===== config.mk =====
export PLATFORM = sky130hd
export DESIGN_NAME = sixsw_spi_slave
export DESIGN_NICKNAME = d
export VERILOG_FILES = /design/src/verilog/placeholder_unused.sv /design/src/verilog/sixsw_pkg.sv /design/src/verilog/sixsw_sync.sv /design/src/verilog/sixsw_spi_slave.sv
export VERILOG_INCLUDE_DIRS = /design/src /design/src/verilog
export SDC_FILE = /design/constraint.sdc
export NUM_CORES = 1
export LEC_CHECK = 0
export BUFFER_PORTS_ARGS = -buffer_cell sky130_fd_sc_hd__buf_2
export CAP_MARGIN = 20
export CORE_AREA = 3 3 103 105
export CTS_BUF_LIST = sky130_fd_sc_hd__clkbuf_8
export CTS_CLUSTER_SIZE = 16
export DETAILED_ROUTE_END_ITERATION = 10
export DIE_AREA = 0 0 106 108
export PLACE_DENSITY = 0.64
export SYNTH_ARGS = -nofsm -noshare
export SYNTH_HDL_FRONTEND = slang
export SYNTH_SLANG_ARGS = --single-unit

===== constraint.sdc =====
create_clock -name core_clk -period 4.55 [get_ports core_clk]
set_clock_uncertainty 0.2 [all_clocks]
set_input_delay 0.6825 -clock core_clk [delete_from_list [all_inputs] [get_ports core_clk]]
set_output_delay 0.6825 -clock core_clk [all_outputs]
set_load 0.02 [all_outputs]

===== src/verilog/sixsw_defs.svh =====
`ifndef SIXSW_DEFS_SVH
`define SIXSW_DEFS_SVH

// Frame and counting
`define SIXSW_FRAME_BITS 5'h10
`define SIXSW_CNT_MAX 5'h1f
`define SIXSW_ADDR_LAST 5'h01
`define SIXSW_INSTR_LAST 5'h07

// Addressing bits 7 and 6 of the instruction byte
`define SIXSW_ADDR_OK 2'h2

// Instruction bits 7 to 2
`define SIXSW_OP_WR_STATE 6'h26
`define SIXSW_OP_RD_STATE 6'h25
`define SIXSW_OP_WR_SRC 6'h2a
`define SIXSW_OP_RD_SRC 6'h29
`define SIXSW_OP_RD_FAULT 6'h20

// Reset values and fill bits
`define SIXSW_CTRL_RESET 8'hff
`define SIXSW_LOW_FILL 2'h3
`define SIXSW_TRI_FILL 2'h3
`define SIXSW_NOFAULT 2'h3
`define SIXSW_FAULT_RESET 12'hfff

// Pin bundle at rest: chip select high, everything else low
`define SIXSW_PINS_IDLE 10'h200

`endif


===== src/verilog/placeholder_unused.sv =====
`timescale 1ns/1ps
`default_nettype none
`default_nettype wire


===== src/verilog/sixsw_pkg.sv =====
`default_nettype none
package sixsw_pkg;

  typedef enum logic [2:0] {
    ST_IDLE,
    ST_ADDR,
    ST_CMD,
    ST_DATA,
    ST_REJECT
  } sixsw_state_t;

  typedef enum logic [2:0] {
    CMD_WR_STATE,
    CMD_RD_STATE,
    CMD_WR_SRC,
    CMD_RD_SRC,
    CMD_RD_FAULT,
    CMD_UNUSED
  } sixsw_cmd_t;

  typedef struct packed {
    logic csN;
    logic sclk;
    logic si;
    logic prg;
    logic [5:0] par;
  } sixsw_pins_t;

endpackage
`default_nettype wire


===== src/verilog/sixsw_sync.sv =====
`timescale 1ns/1ps
`default_nettype none
`include "sixsw_defs.svh"

module sixsw_sync (
  // Clock and reset
  input wire logic core_clk,
  input wire logic nrst,
  // Pins
  input wire sixsw_pkg::sixsw_pins_t pinsAsync,
  output sixsw_pkg::sixsw_pins_t pinsSync
);

  sixsw_pkg::sixsw_pins_t meta_q;
  sixsw_pkg::sixsw_pins_t stable_q;

  // Two flip-flop synchroniser
  always_ff @(posedge core_clk or negedge nrst)
  begin
    if (!nrst)
    begin
      meta_q <= `SIXSW_PINS_IDLE;
      stable_q <= `SIXSW_PINS_IDLE;
    end
    else
    begin
      meta_q <= pinsAsync;
      stable_q <= meta_q;
    end
  end

  assign pinsSync = stable_q;

endmodule
`default_nettype wire


===== src/verilog/sixsw_spi_slave.sv =====
`timescale 1ns/1ps
`default_nettype none
`include "sixsw_defs.svh"

// Behaviour
// - Chip select falling: load diagnosis into shifter, start taking data; output driven from the third rising edge.
// - Chip select rising: commit written data, or clear faults on fault read, if frame valid.
// - Chip select high: clock and input ignored, output tri-stated.
// - Input sampled on falling clock edges, output updated after rising edges.
// - Count falling edges; only exactly sixteen makes a frame valid.
// - Input and output data move most significant bit first.
// - Serial bits low mean on; source bits high mean parallel control.
// - Reset clears shifter, turns outputs off, tri-states serial output.
// - Addressed only when bit 7 is one and bit 6 zero; else reject.
// - Serial output stays tri-stated during the first two instruction bits.
// - Chip select high returns the machine to idle; address mismatch holds it in reject until then.
// - Decode five instructions from bits 7 to 2; bits 1 and 0 ignored.
// - First output byte: two tri bits, fault, overtemp, channels 6 and 5.
// - Second byte: register read-back with two ones, or channels 4 to 1.
// - Data byte is discarded on every read instruction.
// - Unused codes write nothing and return the full diagnosis.
// - Fault codes and overtemp clear only after valid sixteen-edge fault read.
// - Registers written only by valid write instruction in sixteen-edge frame.
// - Diagnosis word: six two-bit codes, overtemp bit, common fault bit.
// - Source and serial registers read/write; diagnosis read only.
// - A stored fault code holds until read out, reset or replaced by a newer fault code.
// - Source and serial registers reset to all ones; low bits read one.
module sixsw_spi_slave (
  // Clock and reset
  input wire logic core_clk,
  input wire logic nrst,
  // Serial link and parallel pins
  input wire sixsw_pkg::sixsw_pins_t pinsAsync,
  // Serial output pin
  output logic soData,
  output logic soOe,
  // Fault detection side
  input wire logic [5:0][1:0] faultCodeIn,
  input wire logic overtempIn,
  // Power stage drive and fault flag
  output logic [5:0] chanOn,
  output logic faultFlag
);

  //////////////////////////////////////////////////////////////////////////////
  // Instruction decode

  function automatic sixsw_pkg::sixsw_cmd_t decodeCmd(input logic [5:0] op);
    sixsw_pkg::sixsw_cmd_t c;
    case (op)
      `SIXSW_OP_WR_STATE: c = sixsw_pkg::CMD_WR_STATE;
      `SIXSW_OP_RD_STATE: c = sixsw_pkg::CMD_RD_STATE;
      `SIXSW_OP_WR_SRC: c = sixsw_pkg::CMD_WR_SRC;
      `SIXSW_OP_RD_SRC: c = sixsw_pkg::CMD_RD_SRC;
      `SIXSW_OP_RD_FAULT: c = sixsw_pkg::CMD_RD_FAULT;
      default: c = sixsw_pkg::CMD_UNUSED;
    endcase
    return c;
  endfunction

  //////////////////////////////////////////////////////////////////////////////
  // Pin synchronisation and edge detection

  sixsw_pkg::sixsw_pins_t pin;
  logic prevCsN_q;
  logic prevSclk_q;
  logic csFall;
  logic csRise;
  logic sclkFall;
  logic sclkRise;

  sixsw_sync u_sync (
    .core_clk(core_clk),
    .nrst(nrst),
    .pinsAsync(pinsAsync),
    .pinsSync(pin)
  );

  always_ff @(posedge core_clk or negedge nrst)
  begin
    if (!nrst)
    begin
      prevCsN_q <= 1'b1;
      prevSclk_q <= 1'b0;
    end
    else
    begin
      prevCsN_q <= pin.csN;
      prevSclk_q <= pin.sclk;
    end
  end

  assign csFall = prevCsN_q & ~pin.csN;
  assign csRise = ~prevCsN_q & pin.csN;
  // Clock edges only count while selected
  assign sclkFall = ~pin.csN & ~prevCsN_q & prevSclk_q & ~pin.sclk;
  assign sclkRise = ~pin.csN & ~prevCsN_q & ~prevSclk_q & pin.sclk;

  //////////////////////////////////////////////////////////////////////////////
  // Edge counter and input shifter

  logic [4:0] bitCnt_q;
  logic [15:0] shiftIn_q;

  always_ff @(posedge core_clk or negedge nrst)
  begin
    if (!nrst)
      bitCnt_q <= 5'h00;
    else if (csFall)
      bitCnt_q <= 5'h00;
    else if (sclkFall && bitCnt_q != `SIXSW_CNT_MAX)
      bitCnt_q <= bitCnt_q + 5'h01;
  end

  always_ff @(posedge core_clk or negedge nrst)
  begin
    if (!nrst)
      shiftIn_q <= 16'h0000;
    else if (csFall)
      shiftIn_q <= 16'h0000;
    else if (sclkFall)
      shiftIn_q <= {shiftIn_q[14:0], pin.si};
  end

  //////////////////////////////////////////////////////////////////////////////
  // Command state machine

  sixsw_pkg::sixsw_state_t state_q;
  sixsw_pkg::sixsw_cmd_t cmd_q;
  logic addrMatch;

  assign addrMatch = ({shiftIn_q[0], pin.si} == `SIXSW_ADDR_OK);

  always_ff @(posedge core_clk or negedge nrst)
  begin
    if (!nrst)
      state_q <= sixsw_pkg::ST_IDLE;
    else if (pin.csN)
      state_q <= sixsw_pkg::ST_IDLE;
    else if (csFall)
      state_q <= sixsw_pkg::ST_ADDR;
    else if (sclkFall)
    begin
      case (state_q)
        sixsw_pkg::ST_ADDR:
        begin
          if (bitCnt_q == `SIXSW_ADDR_LAST)
            state_q <= addrMatch ? sixsw_pkg::ST_CMD : sixsw_pkg::ST_REJECT;
        end
        sixsw_pkg::ST_CMD:
        begin
          if (bitCnt_q == `SIXSW_INSTR_LAST)
            state_q <= sixsw_pkg::ST_DATA;
        end
        sixsw_pkg::ST_DATA: state_q <= sixsw_pkg::ST_DATA;
        sixsw_pkg::ST_REJECT: state_q <= sixsw_pkg::ST_REJECT;
        default: state_q <= sixsw_pkg::ST_IDLE;
      endcase
    end
  end

  always_ff @(posedge core_clk or negedge nrst)
  begin
    if (!nrst)
      cmd_q <= sixsw_pkg::CMD_UNUSED;
    else if (csFall)
      cmd_q <= sixsw_pkg::CMD_UNUSED;
    else if (sclkFall && state_q == sixsw_pkg::ST_CMD && bitCnt_q == `SIXSW_INSTR_LAST)
      cmd_q <= decodeCmd(shiftIn_q[6:1]);
  end

  //////////////////////////////////////////////////////////////////////////////
  // Control registers

  logic [7:0] srcSel_q;
  logic [7:0] serState_q;
  logic frameOk;
  logic clearFault;

  assign frameOk = csRise && state_q == sixsw_pkg::ST_DATA && bitCnt_q == `SIXSW_FRAME_BITS;
  assign clearFault = frameOk && cmd_q == sixsw_pkg::CMD_RD_FAULT;

  always_ff @(posedge core_clk or negedge nrst)
  begin
    if (!nrst)
      serState_q <= `SIXSW_CTRL_RESET;
    else if (frameOk && cmd_q == sixsw_pkg::CMD_WR_STATE)
      serState_q <= {shiftIn_q[7:2], `SIXSW_LOW_FILL};
  end

  always_ff @(posedge core_clk or negedge nrst)
  begin
    if (!nrst)
      srcSel_q <= `SIXSW_CTRL_RESET;
    else if (frameOk && cmd_q == sixsw_pkg::CMD_WR_SRC)
      srcSel_q <= {shiftIn_q[7:2], `SIXSW_LOW_FILL};
  end

  //////////////////////////////////////////////////////////////////////////////
  // Fault storage

  logic [5:0][1:0] faultCode_q;
  logic overtemp_q;
  logic commonFault;
  logic [15:0] diagWord;

  always_ff @(posedge core_clk or negedge nrst)
  begin
    if (!nrst)
      faultCode_q <= `SIXSW_FAULT_RESET;
    else
    begin
      for (int ch = 0; ch < 6; ch++)
      begin
        if (clearFault)
          faultCode_q[ch] <= faultCode_q[ch] == `SIXSW_NOFAULT ? faultCodeIn[ch] :
                             faultCodeIn[ch];
        else if (faultCodeIn[ch] != `SIXSW_NOFAULT)
          faultCode_q[ch] <= faultCodeIn[ch];
      end
    end
  end

  always_ff @(posedge core_clk or negedge nrst)
  begin
    if (!nrst)
      overtemp_q <= 1'b0;
    else
      overtemp_q <= overtempIn | (overtemp_q & ~clearFault);
  end

  always_comb
  begin
    commonFault = overtemp_q;
    for (int ch = 0; ch < 6; ch++)
      commonFault = commonFault | (faultCode_q[ch] != `SIXSW_NOFAULT);
  end

  assign diagWord = {`SIXSW_TRI_FILL, commonFault, overtemp_q, faultCode_q};

  always_ff @(posedge core_clk or negedge nrst)
  begin
    if (!nrst)
      faultFlag <= 1'b0;
    else
      faultFlag <= commonFault;
  end

  //////////////////////////////////////////////////////////////////////////////
  // Output shifter

  logic [15:0] shiftOut_q;
  logic [7:0] readByte;
  logic readBack;

  assign readBack = decodeCmd(shiftIn_q[6:1]) == sixsw_pkg::CMD_RD_STATE ||
                    decodeCmd(shiftIn_q[6:1]) == sixsw_pkg::CMD_RD_SRC;
  assign readByte = decodeCmd(shiftIn_q[6:1]) == sixsw_pkg::CMD_RD_STATE ? serState_q :
                    srcSel_q;

  always_ff @(posedge core_clk or negedge nrst)
  begin
    if (!nrst)
      shiftOut_q <= 16'hffff;
    else if (csFall)
      shiftOut_q <= diagWord;
    // First rise presents the leading bit, later rises shift
    else if (sclkRise && bitCnt_q != 5'h00)
      shiftOut_q <= {shiftOut_q[14:0], 1'b1};
    else if (sclkFall && state_q == sixsw_pkg::ST_CMD && bitCnt_q == `SIXSW_INSTR_LAST &&
             readBack)
      shiftOut_q[14:7] <= readByte;
  end

  assign soData = shiftOut_q[15];

  always_ff @(posedge core_clk or negedge nrst)
  begin
    if (!nrst)
      soOe <= 1'b0;
    else if (pin.csN)
      soOe <= 1'b0;
    else if (sclkRise && (state_q == sixsw_pkg::ST_CMD || state_q == sixsw_pkg::ST_DATA))
      soOe <= 1'b1;
  end

  //////////////////////////////////////////////////////////////////////////////
  // Power stage control

  always_ff @(posedge core_clk or negedge nrst)
  begin
    if (!nrst)
      chanOn <= 6'h00;
    else
    begin
      for (int ch = 0; ch < 6; ch++)
        chanOn[ch] <= srcSel_q[ch + 2] ? ~(pin.prg ^ pin.par[ch]) : ~serState_q[ch + 2];
    end
  end

  //////////////////////////////////////////////////////////////////////////////
  // Checks

  csHighTri_a: assert property (@(posedge core_clk) disable iff (!nrst)
    pin.csN |=> !soOe)
    else $error("serial output driven while deselected");

  rejectTri_a: assert property (@(posedge core_clk) disable iff (!nrst)
    state_q == sixsw_pkg::ST_REJECT |-> !soOe)
    else $error("serial output driven in rejected frame");

  addrDecide_a: assert property (@(posedge core_clk) disable iff (!nrst)
    (sclkFall && state_q == sixsw_pkg::ST_ADDR && bitCnt_q == 5'h01 && !addrMatch)
    |=> state_q == sixsw_pkg::ST_REJECT)
    else $error("mismatched address not rejected");

  earlyTri_a: assert property (@(posedge core_clk) disable iff (!nrst)
    (state_q == sixsw_pkg::ST_ADDR) |-> !soOe)
    else $error("output driven during address bits");

  cntRestart_a: assert property (@(posedge core_clk) disable iff (!nrst)
    csFall |=> bitCnt_q == 5'h00 && state_q == sixsw_pkg::ST_ADDR)
    else $error("frame did not restart on select");

  stateWrite_a: assert property (@(posedge core_clk) disable iff (!nrst)
    (serState_q != $past(serState_q)) |->
    $past(csRise && bitCnt_q == 5'h10 && cmd_q == sixsw_pkg::CMD_WR_STATE))
    else $error("serial state changed without valid write");

  srcWrite_a: assert property (@(posedge core_clk) disable iff (!nrst)
    (srcSel_q != $past(srcSel_q)) |->
    $past(csRise && bitCnt_q == 5'h10 && cmd_q == sixsw_pkg::CMD_WR_SRC))
    else $error("source select changed without valid write");

  lowBits_a: assert property (@(posedge core_clk) disable iff (!nrst)
    srcSel_q[1:0] == 2'h3 && serState_q[1:0] == 2'h3)
    else $error("unused register bits not one");

  otHold_a: assert property (@(posedge core_clk) disable iff (!nrst)
    $fell(overtemp_q) |-> $past(clearFault) && $past(bitCnt_q) == 5'h10)
    else $error("overtemp flag cleared without fault read");

  faultHold_a: assert property (@(posedge core_clk) disable iff (!nrst)
    ($past(faultCode_q[2]) != 2'h3 && faultCode_q[2] == 2'h3) |-> $past(clearFault))
    else $error("fault code reverted without read");

  msbOut_a: assert property (@(posedge core_clk) disable iff (!nrst)
    (sclkRise && bitCnt_q != 5'h00) |=> shiftOut_q[15] == $past(shiftOut_q[14]))
    else $error("output not shifted msb first");

endmodule
`default_nettype wire


Yosys cells after proc, flatten, opt, wreduce, memory -nomap -nowiden
Index checks and enable logic that the tools add are counted.
{ "word_totals": {"register_bits": 90, "input_bits": 25, "output_inout_bits": 9, "word_cells": 170} }
{ "classes": {"addsub": 1, "n_eq_ne": 32, "mux": 40, "n_bitwise": 38, "reduce_logical": 29} }
{ "ops": {"columns": ["op", "count"], "rows": [
  ["8-bit two-way mux", 5],
  ["6-bit equality test, second input constant", 5],
  ["2-bit two-way mux", 12],
  ["3-bit two-way mux", 8],
  ["2-bit != test, second input constant", 12],
  ["2-bit nonzero test", 11],
  ["1-bit NOT", 17],
  ["16-bit two-way mux", 1],
  ["3-bit one-hot mux with 5 select lines", 1],
  ["3-bit by 2-bit equality test with 1-bit output, second input constant", 4],
  ["3-bit one-hot mux with 4 select lines", 1],
  ["1-bit logical AND", 11],
  ["5-bit two-way mux", 2],
  ["1-bit two-way mux", 9],
  ["1-bit bitwise AND", 8],
  ["7-bit two-way mux", 1],
  ["1-bit bitwise OR", 7],
  ["3-bit by 1-bit equality test with 1-bit output, second input constant", 2],
  ["3-bit equality test, second input constant", 2],
  ["3-bit nonzero test", 2],
  ["1-bit bitwise XOR", 6],
  ["5-bit by 1-bit adder with 5-bit output, second input constant", 1],
  ["5-bit by 1-bit equality test with 1-bit output, second input constant", 1],
  ["5-bit by 3-bit equality test with 1-bit output, second input constant", 1],
  ["other kinds (9)", 10]
]} }

Depth between registers and ports, before layout
Gate-level depths: netlist (run 1).
{ "depth": {"ltp_word": 10, "mapped_depth": 7, "depth_no_buf": 6} }

Modules after synthesis
Synthesis (run 1) repeated with hierarchy kept, for this count alone.
{ "unflattened": {"hier_cells": 330, "area_unflattened_um2": 3851.2} }
{ "by_module_without_submodules": {"columns": ["module", "instances", "cells_each", "area_each_um2", "seq_area_each_um2"], "rows": [
  ["sixsw_spi_slave", 1, 310, 3348.2, 1805.5],
  ["sixsw_sync", 1, 20, 503.0, 503.0]
]} }

Worst setup path before layout (run 1)
Ideal clock, no wire load.
{ "synth_path": {"path_type": "reg2reg", "from": "register bitCnt_q[0]", "to": "register shiftOut_q[12]", "setup_time_ns": 0.088, "arrival_time_ns": 1.644, "required_ns": 4.262, "path_slack_ns": 2.618, "path_stages_with_launch": 8, "path_buffers": 2, "period_less_slack_ns": 1.932, "path_cell_list": "dfrtp_1 -> ha_1 -> nor4bb_1 -> and4b_1 -> buf_2 -> buf_2 -> a211oi_1 -> a221oi_2"} }
{ "synth_between": {"elab_chain_len": 4, "word_cells_on_any_way": 8, "classes_between": "1 x eq/ne; 2 x mux; 5 x reduce/logical"} }
{ "synth_rtl": {"columns": ["element", "line", "source"], "rows": [
  ["start, declared", "sixsw_spi_slave.sv:102", "logic [4:0] bitCnt_q;"],
  ["start signal, assigned", "sixsw_spi_slave.sv:112", "bitCnt_q <= bitCnt_q + 5'h01;"],
  ["5-bit by 3-bit equality test with 1-bit output (no source line) / 5-bit nonzero test (equally long branches)", null, null],
  ["1-bit logical AND, on equally long branches", null, null],
  ["1-bit logical AND / 8-bit two-way mux (equally long branches)", "sixsw_spi_slave.sv:270, sixsw_spi_slave.sv:268", null],
  ["3-bit nonzero test (no source line) / 16-bit two-way mux (equally long branches)", null, null],
  ["end signal, assigned", "sixsw_spi_slave.sv:266", "shiftOut_q <= diagWord;"],
  ["end signal, assigned", "sixsw_spi_slave.sv:269", "shiftOut_q <= {shiftOut_q[14:0], 1'b1};"],
  ["end signal, assigned", "sixsw_spi_slave.sv:272", "shiftOut_q[14:7] <= readByte;"],
  ["end, declared", "sixsw_spi_slave.sv:252", "logic [15:0] shiftOut_q;"]
]} }
Parallel ways exist; a longest one is shown, timed or not.
A chain may end at the register's enable or synchronous reset.

Final worst setup path (run 1)
{ "layout_path": {"from": "register u_sync.stable_q (netlist bit u_sync.pinsSync[9])", "to": "register shiftOut_q[11]"} }
{ "layout_between": {"elab_chain_len": 8, "word_cells_on_any_way": 14, "classes_between": "2 x mux; 7 x bitwise; 5 x reduce/logical"} }
{ "layout_rtl": {"columns": ["element", "line", "source"], "rows": [
  ["start, declared", "sixsw_sync.sv:15", "sixsw_pkg::sixsw_pins_t stable_q;"],
  ["start signal, assigned", "sixsw_sync.sv:23", "stable_q <= `SIXSW_PINS_IDLE;"],
  ["start signal, assigned", "sixsw_sync.sv:28", "stable_q <= meta_q;"],
  ["1-bit NOT *", "sixsw_spi_slave.sv:93, sixsw_spi_slave.sv:96, sixsw_spi_slave.sv:97", null],
  ["1-bit bitwise AND", "sixsw_spi_slave.sv:96, sixsw_spi_slave.sv:97", null],
  ["1-bit bitwise AND (2 in series)", "sixsw_spi_slave.sv:96", "assign sclkFall = ~pin.csN & ~prevCsN_q & prevSclk_q & ~pin.sclk;"],
  ["1-bit logical AND", "sixsw_spi_slave.sv:270", "else if (sclkFall && state_q == sixsw_pkg::ST_CMD && bitCnt_q == `SIXSW_INSTR_LAST &&"],
  ["1-bit logical AND (no source line)", null, null],
  ["1-bit logical AND", "sixsw_spi_slave.sv:270", null],
  ["3-bit nonzero test (no source line)", null, null]
]} }
Every way passes the cells marked *; elsewhere a longest branch is shown, timed or not.

==> impl_metrics.tcl, run 1 <==
set metrics [dict create \
    synth_top_area_cell "dfstp_2" \
    grtUsageTotal 0.138 \
    synth_ff_type "dfstp_2" \
    finalHoldViolCount 0 \
    drt_pass1_iterations 4 \
    yosys-top-cells-area "dfstp_2 (30%), dfrtp_1 (29%), nand2_1 (3.8%)" \
    reg2reg_from "u_sync.pinsSync[9]" \
    cts_tree "built" \
    design_area_um2 4400 \
    maxCapViolCount 0 \
    insertion_delay_ns 0.36 \
    antenna_cells_inserted 0 \
    routedWlPerCell_um 14.2 \
    cts-root-buf "clkbuf_8" \
    yosys_warnings 0 \
    dieArea_um2 11400 \
    end_kind "flip-flop" \
    synthDistinctLibCells 50 \
    path_buf_inv 0 \
    seq_area_um2 2310 \
    async_flop_share 1.00 \
    tightestPinTransition_ns 0.989 \
    die_x_um 106 \
    startpoint "u_sync.pinsSync[9]" \
    synth_fp_nets 373 \
    cp-start-kind "flip-flop" \
    fin_crit_ns 2.44 \
    critPathTopFamily "simple AND/OR/NAND/NOR gates" \
    dp_slack_ns 2.12 \
    postLayoutCoreUtil 0.452 \
    drt-total-wl_um 7260 \
    status "complete, no violations" \
    grt_pass1_vias 2531 \
    slowest_stage "nand2b_1" \
    num_rows 36 \
    antenna_found_initial 0 \
    worst_slew_margin_rel 0.341 \
    place_area_um2 4200 \
    cts.repair.resized 0 \
    grt_pass1_wl_um 12500 \
    stdcell_count 512 \
    clk_pin_slew_ns 0.09 \
    cts_setup_buffers 0 \
    netlist_area_um2 3920 \
    synth_edf_count 0 \
    viasPerCell 4.94 \
    antenna_left 0 \
    drive_gt1_frac 0.314 \
    grt.overflow.total 0 \
    core-area_um2 9730 \
    area_growth_pct 12.3 \
    synth_cells 344 \
    avgSynthCellArea_um2 11.4 \
    port_buffers 33 \
    path_cells "nand2b_1 > o21ai_4 > a211oi_1 > a221oi_2" \
    max_freq_mhz 411 \
    cts-buffers-inserted 9 \
    cts_max_level 3 \
    grt_max_degree 66 \
    yosys.area.top_type_share 0.302 \
    hold_buffers 0 \
    fillCellCount 944 \
    peakVddDrop_v 0.000133 \
    ios 34 \
    drt_iter0_markers 134 \
    p_total_mw 1.55 \
    drv_slew 0 \
    cp.required_ns 4.62 \
    worstPathArrival_ns 2.51 \
    dp.cells 496 \
    dr_total_vias 2527 \
    clockBufferDepth 2 \
    fin_setup_tns_ns 0 \
    synth_common_cells "dfrtp_1 (45), dfstp_2 (45), nand2_1 (40), inv_1 (28), o21ai_0 (22)" \
    cellLeakagePower_nw 1.82 \
    cp_max_fo 26 \
    die_h_um 108 \
    post-route-period-util 0.535 \
    setup_viol 0 \
    hpwl_um 4980 \
    rsz0062_at_grt "false" \
    timing.hold.ws_ns 0.149 \
    min_from "u_sync.meta_q[3]" \
    ys_seq_area_frac 0.589 \
    ys_ff_latch 90 \
    gp_congestion 0.817 \
    start_util 0.403 \
    drc 0 \
    hold_class "flip-flop to flip-flop" \
    cts_sinks 90 \
    fin_nets 403 \
    multi_input_area_um2 1430 \
    critPathMaxStageDelay_ns 0.79 \
    criticalPathCategory "flip-flop to flip-flop" \
    p_per_area_nw_per_um2 353 \
    worst_slack_ns 2.11 \
]
-- report_power, final --
group,switching (mW),internal [mW]
combinational,0.0627,0.0470
clock,0.288,0.270
sequential,0.0266,0.860
-- registers in the layout, indices dropped and copies added (netlist names) --
register         cells
cmd_q                3
soOe                 1
chanOn               6
shiftOut_q          16
faultFlag            1
srcSel_q             6
state_q              3
u_sync.meta_q       10
u_sync.pinsSync     10
prevCsN_q            1
shiftIn_q            8
diagWord            12
prevSclk_q           1
overtemp_q           1
serState_q           6
bitCnt_q             5
-- path summary, 6_finish.rpt --
| check | cells past startpoint | end | slack (ns) |
|---|---|---|---|
| worst min-delay path | 0 | u_sync.pinsSync[3] | 0.15 |
| worst min register to register | 0 | u_sync.pinsSync[3] | 0.15 |
| worst max-delay path | 4 | shiftOut_q[11] | 2.11 |
| max in group asynchronous | 2 | cmd_q[0] | 3.08 |
| min in group asynchronous | 1 | u_sync.meta_q[5] | 0.20 |
| worst max register to register | 4 | shiftOut_q[11] | 2.11 |
-- cell families (layout without fill, tap and decap cells) --
kind of cell	Yosys count	in the layout	share of synthesized area
flip-flops	90	90	0.589
multiplexers	24	24	0.0651
adder cells (fa/ha/maj)	4	4	0.0128
AO/OA/AOI/OAI	75	75	0.122
XOR/XNOR	11	11	0.0246
buffers and inverters	45	80	0.0485
AND/OR/NAND/NOR	95	95	0.138
-- placed cells by master (no fill, tap or decap), drive strengths merged, types with 3 or more instances in the layout --
| master | netlist | layout |
|---|---|---|
| a211oi | 9 | 9 |
| a21oi | 12 | 12 |
| a221oi | 4 | 4 |
| a31oi | 13 | 13 |
| buf | 7 | 36 |
| clkbuf | 10 | 10 |
| dfrtp | 45 | 45 |
| dfstp | 45 | 45 |
| ha | 4 | 4 |
| inv | 28 | 30 |
| mux2 | 12 | 12 |
| mux2i | 12 | 12 |
| nand2 | 40 | 40 |
| nand2b | 4 | 4 |
| nand4b | 3 | 3 |
| nor2 | 15 | 15 |
| nor2b | 3 | 3 |
| nor3 | 5 | 5 |
| nor4b | 3 | 3 |
| o21ai | 28 | 28 |
| o22ai | 4 | 4 |
| xnor2 | 9 | 9 |
-- metal layers --
| metal | part of all wire | up-vias | GRT usage |
|---|---|---|---|
| met5 | 0 | - | 0 |
| met4 | 0.018 | 0 | 0.0527 |
| met3 | 0.037 | 11 | 0.0322 |
| met2 | 0.48 | 49 | 0.219 |
| met1 | 0.47 | 1208 | 0.185 |
| li1 | - | 1259 | - |
-- worst reg2reg max path: stages (launching register included) --
cell      delay (ns)
dfstp_2         0.65
nand2b_1        0.79
o21ai_4         0.28
a211oi_1        0.37
a221oi_2        0.07
-- area by class of cell --
type	instances	area share
inverter	28	0.0239
timing repair buffer	36	0.0432
sequential	90	0.525
tap	133	0.0378
clock inverter	6	0.0151
clock buffer	10	0.0313
multi-input combinational	209	0.324
(Power assumes the default switching activity.)
==> run 2: changes to the inputs <==
--- a/config.mk
+++ b/config.mk
@@ -6,14 +6,15 @@
 export SDC_FILE = /design/constraint.sdc
 export NUM_CORES = 1
 export LEC_CHECK = 0
+export ABC_AREA = 1
 export BUFFER_PORTS_ARGS = -buffer_cell sky130_fd_sc_hd__buf_2
 export CAP_MARGIN = 20
-export CORE_AREA = 3 3 103 105
+export CORE_AREA = 3 3 104 106
 export CTS_BUF_LIST = sky130_fd_sc_hd__clkbuf_8
 export CTS_CLUSTER_SIZE = 16
 export DETAILED_ROUTE_END_ITERATION = 10
-export DIE_AREA = 0 0 106 108
-export PLACE_DENSITY = 0.64
+export DIE_AREA = 0 0 107 109
+export PLACE_DENSITY = 0.63
 export SYNTH_ARGS = -nofsm -noshare
 export SYNTH_HDL_FRONTEND = slang
 export SYNTH_SLANG_ARGS = --single-unit
==> constraint.sdc (replaced) <==
create_clock -name core_clk -period 2.3 [get_ports core_clk]
set_clock_uncertainty 0.2 [all_clocks]
set_input_delay 0.345 -clock core_clk [delete_from_list [all_inputs] [get_ports core_clk]]
set_output_delay 0.345 -clock core_clk [all_outputs]
set_load 0.02 [all_outputs]
==> impl_metrics.tcl, run 2 <==
set metrics [dict create \
    status "complete, no violations" \
    avgSynthCellArea_um2 9.39 \
    synth_fp_nets 448 \
    dp_slack_ns 0.391 \
    grt.overflow.total 0 \
    num_rows 36 \
    criticalPathCategory "flip-flop to flip-flop" \
    peakVddDrop_v 0.000273 \
    ys_seq_area_frac 0.586 \
    synth.most_common_cell "nand2_1" \
    cpMostUsedCell "nand2_1" \
    routedWlPerCell_um 12.7 \
    most-common-layout-cells "nand2_1 (102), inv_1 (46), dfrtp_1 (45), dfstp_2 (45), nand3_1 (44)" \
    cts.repair.resized 0 \
    yosys-top-cells-area "dfstp_2 (30%), dfrtp_1 (29%), nand2_1 (9.7%)" \
    largest_reg_flops 16 \
    slowest_stage "dfrtp_1" \
    start_util 0.399 \
    use_met3 0.0261 \
    grt_pass1_wl_um 13700 \
    drive_gt1_frac 0.244 \
    yosys_warnings 0 \
    regMostFlops "shiftOut_q" \
    p_total_mw 3.11 \
    fin_nets 511 \
    ios 34 \
    p_per_area_nw_per_um2 664 \
    clk_pin_slew_ns 0.10 \
    synth_common_cells "nand2_1 (102), inv_1 (46), dfrtp_1 (45), dfstp_2 (45), nand3_1 (44)" \
    insertion_delay_ns 0.35 \
    dieArea_um2 11700 \
    drc 0 \
    cts-root-buf "clkbuf_8" \
    antenna_found_initial 0 \
    cts_max_level 3 \
    grtUsageMet2 0.240 \
    die_h_um 109 \
    timing.hold.ws_ns 0.155 \
    critPathTopFamily "simple AND/OR/NAND/NOR gates" \
    grt_util_met1 0.194 \
    drt_iter0_markers 94 \
    synth_ff_type "dfstp_2" \
    cts_sinks 90 \
    critPathMaxStageDelay_ns 0.42 \
    grtUsageTotal 0.147 \
    tightestPinTransition_ns 0.597 \
    setup_viol 0 \
    viasPerCell 4.80 \
    cp_max_fo 13 \
    maxCapViolCount 0 \
    async_flop_share 1.00 \
    busiest_layer "met2" \
    antenna_cells_inserted 0 \
    drt-total-wl_um 7840 \
    worst_slew_margin_rel 0.601 \
    fin_setup_tns_ns 0 \
    netlist_area_um2 3940 \
    die_x_um 107 \
    cp-start-kind "flip-flop" \
    max_freq_mhz 523 \
    post-route-period-util 0.831 \
    gp_congestion 0.806 \
    cp.required_ns 2.36 \
    cts-buffers-inserted 9 \
    cts_tree "built" \
    worstPathArrival_ns 1.97 \
    synth_top_area_cell "dfstp_2" \
    hpwl_um 5500 \
    path_cells "inv_1 > ha_1 > nand2_1 > nor3_2 > nand2_1 > a21o_1" \
    antenna_left 0 \
    final_common_cell "nand2_1" \
    fin_crit_ns 1.91 \
    cellLeakagePower_nw 2.06 \
    grt_pass1_vias 2907 \
    port_buffers 33 \
    finalHoldViolCount 0 \
    area_growth_pct 19.1 \
    core-area_um2 9860 \
    end_kind "flip-flop" \
    rsz0062_at_grt "false" \
    synth_cells 419 \
    path_buf_inv 1 \
    synth_edf_count 0 \
    ys_ff_latch 90 \
    synthDistinctLibCells 37 \
    dr_total_vias 2973 \
    hold_class "flip-flop to flip-flop" \
    grt_max_degree 48 \
    clockBufferDepth 2 \
    yosys.area.top_type_share 0.300 \
    postLayoutCoreUtil 0.475 \
    worst_slack_ns 0.389 \
    drt_pass1_iterations 4 \
    drv_slew 0 \
]
-- run 2: changes by cell type in the layout (fill, tap and decap cells not counted), moves of 4 or more --
cell | previous run | this run
inv_1 | 29 | 46
mux2_2 | 12 | 0
o211ai_1 | 1 | 5
nand2b_1 | 4 | 0
o21ai_2 | 0 | 6
nor2_1 | 14 | 28
xnor2_1 | 9 | 5
o22ai_1 | 4 | 9
dlygate4sd3_1 | 0 | 24
a211oi_1 | 9 | 0
mux2i_1 | 12 | 0
nand2_1 | 40 | 102
nand3_1 | 2 | 44
-- run 2: cell type report --
| type | instances | area, um^2 |
|---|---|---|
| fill | 935 | 5170 |
| sequential | 90 | 2310 |
| multi-input combinational | 270 | 1360 |
| timing repair buffer | 63 | 465 |
| inverter | 48 | 183 |
| tap | 133 | 166 |
| clock buffer | 10 | 138 |
| clock inverter | 6 | 66.3 |
-- run 2: report_power, final --
| group | leakage (nW) | switching (mW) | total [mW] | internal [mW] |
|---|---|---|---|---|
| combinational | 0.942 | 0.154 | 0.270 | 0.116 |
| sequential | 1.01 | 0.0519 | 1.76 | 1.71 |
| clock | 0.106 | 0.552 | 1.09 | 0.534 |
-- run 2: logic make-up after synthesis --
group           after synthesis  share of synthesized area
simple gates                194                      0.218
flops                        90                      0.586
compound gates               66                      0.102
buf+inv                      59                     0.0674
xor+xnor                      6                     0.0134
fa+ha+maj                     4                     0.0127
-- run 2: final timing paths --
check	start	to	slack (ns)	cells past startpoint
max in group asynchronous	nrst	shiftOut_q[15]	1.02	3
setup reg to reg	bitCnt_q[0]	overtemp_q	0.39	6
min in group asynchronous	nrst	u_sync.meta_q[5]	0.24	2
hold reg to reg	u_sync.meta_q[3]	u_sync.pinsSync[3]	0.15	0
setup / recovery	bitCnt_q[0]	overtemp_q	0.39	6
hold / removal	u_sync.meta_q[3]	u_sync.pinsSync[3]	0.15	0
-- run 2: repair_timing --
item / in CTS / in global routing
buffers inserted: 0 / 0
hold buffers: 24 / 0
endpoints found under the setup margin: 0 / 0
endpoints found under the hold margin: 46 / 0
-- run 2: worst register-to-register path: stages, from the launching register on --
cell	delay, ns
dfrtp_1	0.42
inv_1	0.11
ha_1	0.17
nand2_1	0.06
nor3_2	0.25
nand2_1	0.34
a21o_1	0.26
-- run 2: metal layers --
layer  vias up  routed length (um)  share of wire
met3        12                 251          0.032
met1      1414                3710           0.47
li1       1501                   -              -
met5         -                   0              0
met2        46                3730           0.48
met4         0                 152          0.019
-- run 2: per-stage QoR --
step,area (um^2),std cells
6_report,4690,620
5_1_grt,4690,620
4_1_cts,4690,620
3_5_place_dp,4250,580
3_3_place_gp,4250,580
2_1_floorplan,3940,419
==> run 3: changes to the inputs <==
--- a/config.mk
+++ b/config.mk
@@ -6,15 +6,15 @@
 export SDC_FILE = /design/constraint.sdc
 export NUM_CORES = 1
 export LEC_CHECK = 0
-export ABC_AREA = 1
+export ABC_AREA = 0
 export BUFFER_PORTS_ARGS = -buffer_cell sky130_fd_sc_hd__buf_2
 export CAP_MARGIN = 20
-export CORE_AREA = 3 3 104 106
+export CORE_AREA = 3 3 103 105
 export CTS_BUF_LIST = sky130_fd_sc_hd__clkbuf_8
 export CTS_CLUSTER_SIZE = 16
 export DETAILED_ROUTE_END_ITERATION = 10
-export DIE_AREA = 0 0 107 109
-export PLACE_DENSITY = 0.63
+export DIE_AREA = 0 0 106 108
+export PLACE_DENSITY = 0.66
 export SYNTH_ARGS = -nofsm -noshare
 export SYNTH_HDL_FRONTEND = slang
 export SYNTH_SLANG_ARGS = --single-unit
==> constraint.sdc (replaced) <==
create_clock -name core_clk -period 1.6 [get_ports core_clk]
set_clock_uncertainty 0.2 [all_clocks]
set_input_delay 0.24 -clock core_clk [delete_from_list [all_inputs] [get_ports core_clk]]
set_output_delay 0.24 -clock core_clk [all_outputs]
set_load 0.02 [all_outputs]
==> impl_metrics.tcl, run 3 (synthesis results as in run 1) <==
set metrics [dict create \
    worst_slack_ns -0.413 \
    end_kind "flip-flop" \
    num_rows 36 \
    routedWlPerCell_um 15.2 \
    cpMostUsedCell "buf_6" \
    path_cells "buf_6 > buf_6 > nand2_4 > nor3_2 > nand4b_1 > buf_6 > a21o_1" \
    drive_gt1_frac 0.503 \
    grtUsageTotal 0.166 \
    grt_pass1_vias 3133 \
    p_per_area_nw_per_um2 881 \
    gp_congestion 0.762 \
    clockBufferDepth 2 \
    design_area_um2 5650 \
    cts_max_level 3 \
    place_area_um2 4630 \
    tightestPinTransition_ns 0.468 \
    violations "setup timing" \
    critPathTopFamily "flip-flops" \
    finalHoldViolCount 0 \
    maxCapViolCount 0 \
    cp-start-kind "flip-flop" \
    core-area_um2 9730 \
    peakVddDrop_v 0.000508 \
    drc 0 \
    viasPerCell 4.97 \
    fillCellCount 801 \
    slowest_stage "dfstp_2" \
    dr_total_vias 2994 \
    most-common-layout-cells "buf_4 (47), dfstp_2 (45), dfrtp_1 (44)" \
    hpwl_um 5460 \
    postLayoutCoreUtil 0.581 \
    hold_class "flip-flop to flip-flop" \
    grt.overflow.total 0 \
    cts-buffers-inserted 9 \
    ios 34 \
    p_total_mw 4.97 \
    drv_slew 0 \
    criticalPathCategory "flip-flop to flip-flop" \
    antenna_cells_inserted 0 \
    drt_pass1_iterations 4 \
    clk_pin_slew_ns 0.10 \
    antenna_left 0 \
    post-route-period-util 1.26 \
    cp_max_fo 7 \
    port_buffers 33 \
    cp.required_ns 1.65 \
    cellLeakagePower_nw 2.39 \
    status "finished with violations" \
    drt-total-wl_um 9150 \
    max_freq_mhz 497 \
    die_h_um 108 \
    critPathMaxStageDelay_ns 0.56 \
    grt_max_degree 91 \
    fin_crit_ns 2.01 \
    fin_nets 493 \
    final_common_cell "buf_4" \
    drt_iter0_markers 122 \
    die_x_um 106 \
    start_util 0.403 \
    insertion_delay_ns 0.36 \
    cts_sinks 90 \
    antenna_found_initial 0 \
    area_growth_pct 44.2 \
    rsz0062_at_grt "true" \
    cts-root-buf "clkbuf_8" \
    setup_viol 61 \
    grt_pass1_wl_um 15200 \
    path_buf_inv 3 \
    largest_reg_flops 16 \
    worst_slew_margin_rel 0.688 \
    regMostFlops "shiftOut_q" \
    worstPathArrival_ns 2.06 \
    dieArea_um2 11400 \
    cts_tree "built" \
]
## run 3: changes by cell type in the layout (fill, tap and decap cells not counted), sizes merged, moves of 5 or more
cell    before  now
a211oi       0    9
mux2         0   12
nand3       45    2
mux2i        0   12
nand2      105   40
nor2        32   15
buf         39  101
o22ai        9    4
inv         48   30
## run 3: per-stage QoR
step / cells / hold WS [ns] / setup TNS [ns] / worst slack, ns
floorplan: 344 / -0.256 / -5.83 / -0.218
global placement: 542 / 0.114 / -9.43 / -0.350
detailed placement: 542 / 0.121 / -11.46 / -0.373
CTS: 596 / 0.156 / -13.09 / -0.328
global route: 602 / 0.166 / -21.68 / -0.485
finish: 602 / 0.154 / -17.63 / -0.413
## run 3: metal layers
layer  global-route usage  wire (um)  vias to the layer above
met5                    0          0                        -
met4               0.0648        145                        0
met3               0.0316        314                       12
met2                0.288       4770                       59
met1                0.207       3920                     1479
li1                     -          -                     1444
## run 3: layout make-up
class	instances	area, um^2	share of cell area
sequential	90	2310	0.409
multi-input combinational	210	1780	0.315
timing repair buffer	125	1040	0.184
tap	133	166	0.0295
clock buffer	9	124	0.0219
clock inverter	7	124	0.0219
inverter	28	105	0.0186
## run 3: power by group
group	switching [mW]	total [mW]	internal, mW
logic	0.263	0.549	0.286
registers	0.0768	2.52	2.45
clock network	0.850	1.90	1.05
total	1.19	4.97	3.78
## run 3: timing repair
item / 4_1_cts / 5_1_grt
gates resized for setup: 67 / 19
pin swaps: 24 / 14
hold buffers: 24 / 0
cloned: 3 / 0
endpoints found under the setup margin: 61 / 61
buffers inserted: 11 / 8
hold endpoints to repair: 68 / 0
## run 3: path summary, 6_finish.rpt
| kind | start | end | slack (ns) | cells after the start |
|---|---|---|---|---|
| worst max-delay path | u_sync.pinsSync[9] | overtemp_q | -0.41 | 7 |
| worst min-delay path | u_sync.meta_q[6] | u_sync.pinsSync[6] | 0.15 | 0 |
| worst max register to register | u_sync.pinsSync[9] | overtemp_q | -0.41 | 7 |
| worst min register to register | u_sync.meta_q[6] | u_sync.pinsSync[6] | 0.15 | 0 |
| max in group asynchronous | nrst | diagWord[11] | 0.55 | 3 |
| min in group asynchronous | nrst | chanOn[4] | 0.26 | 3 |
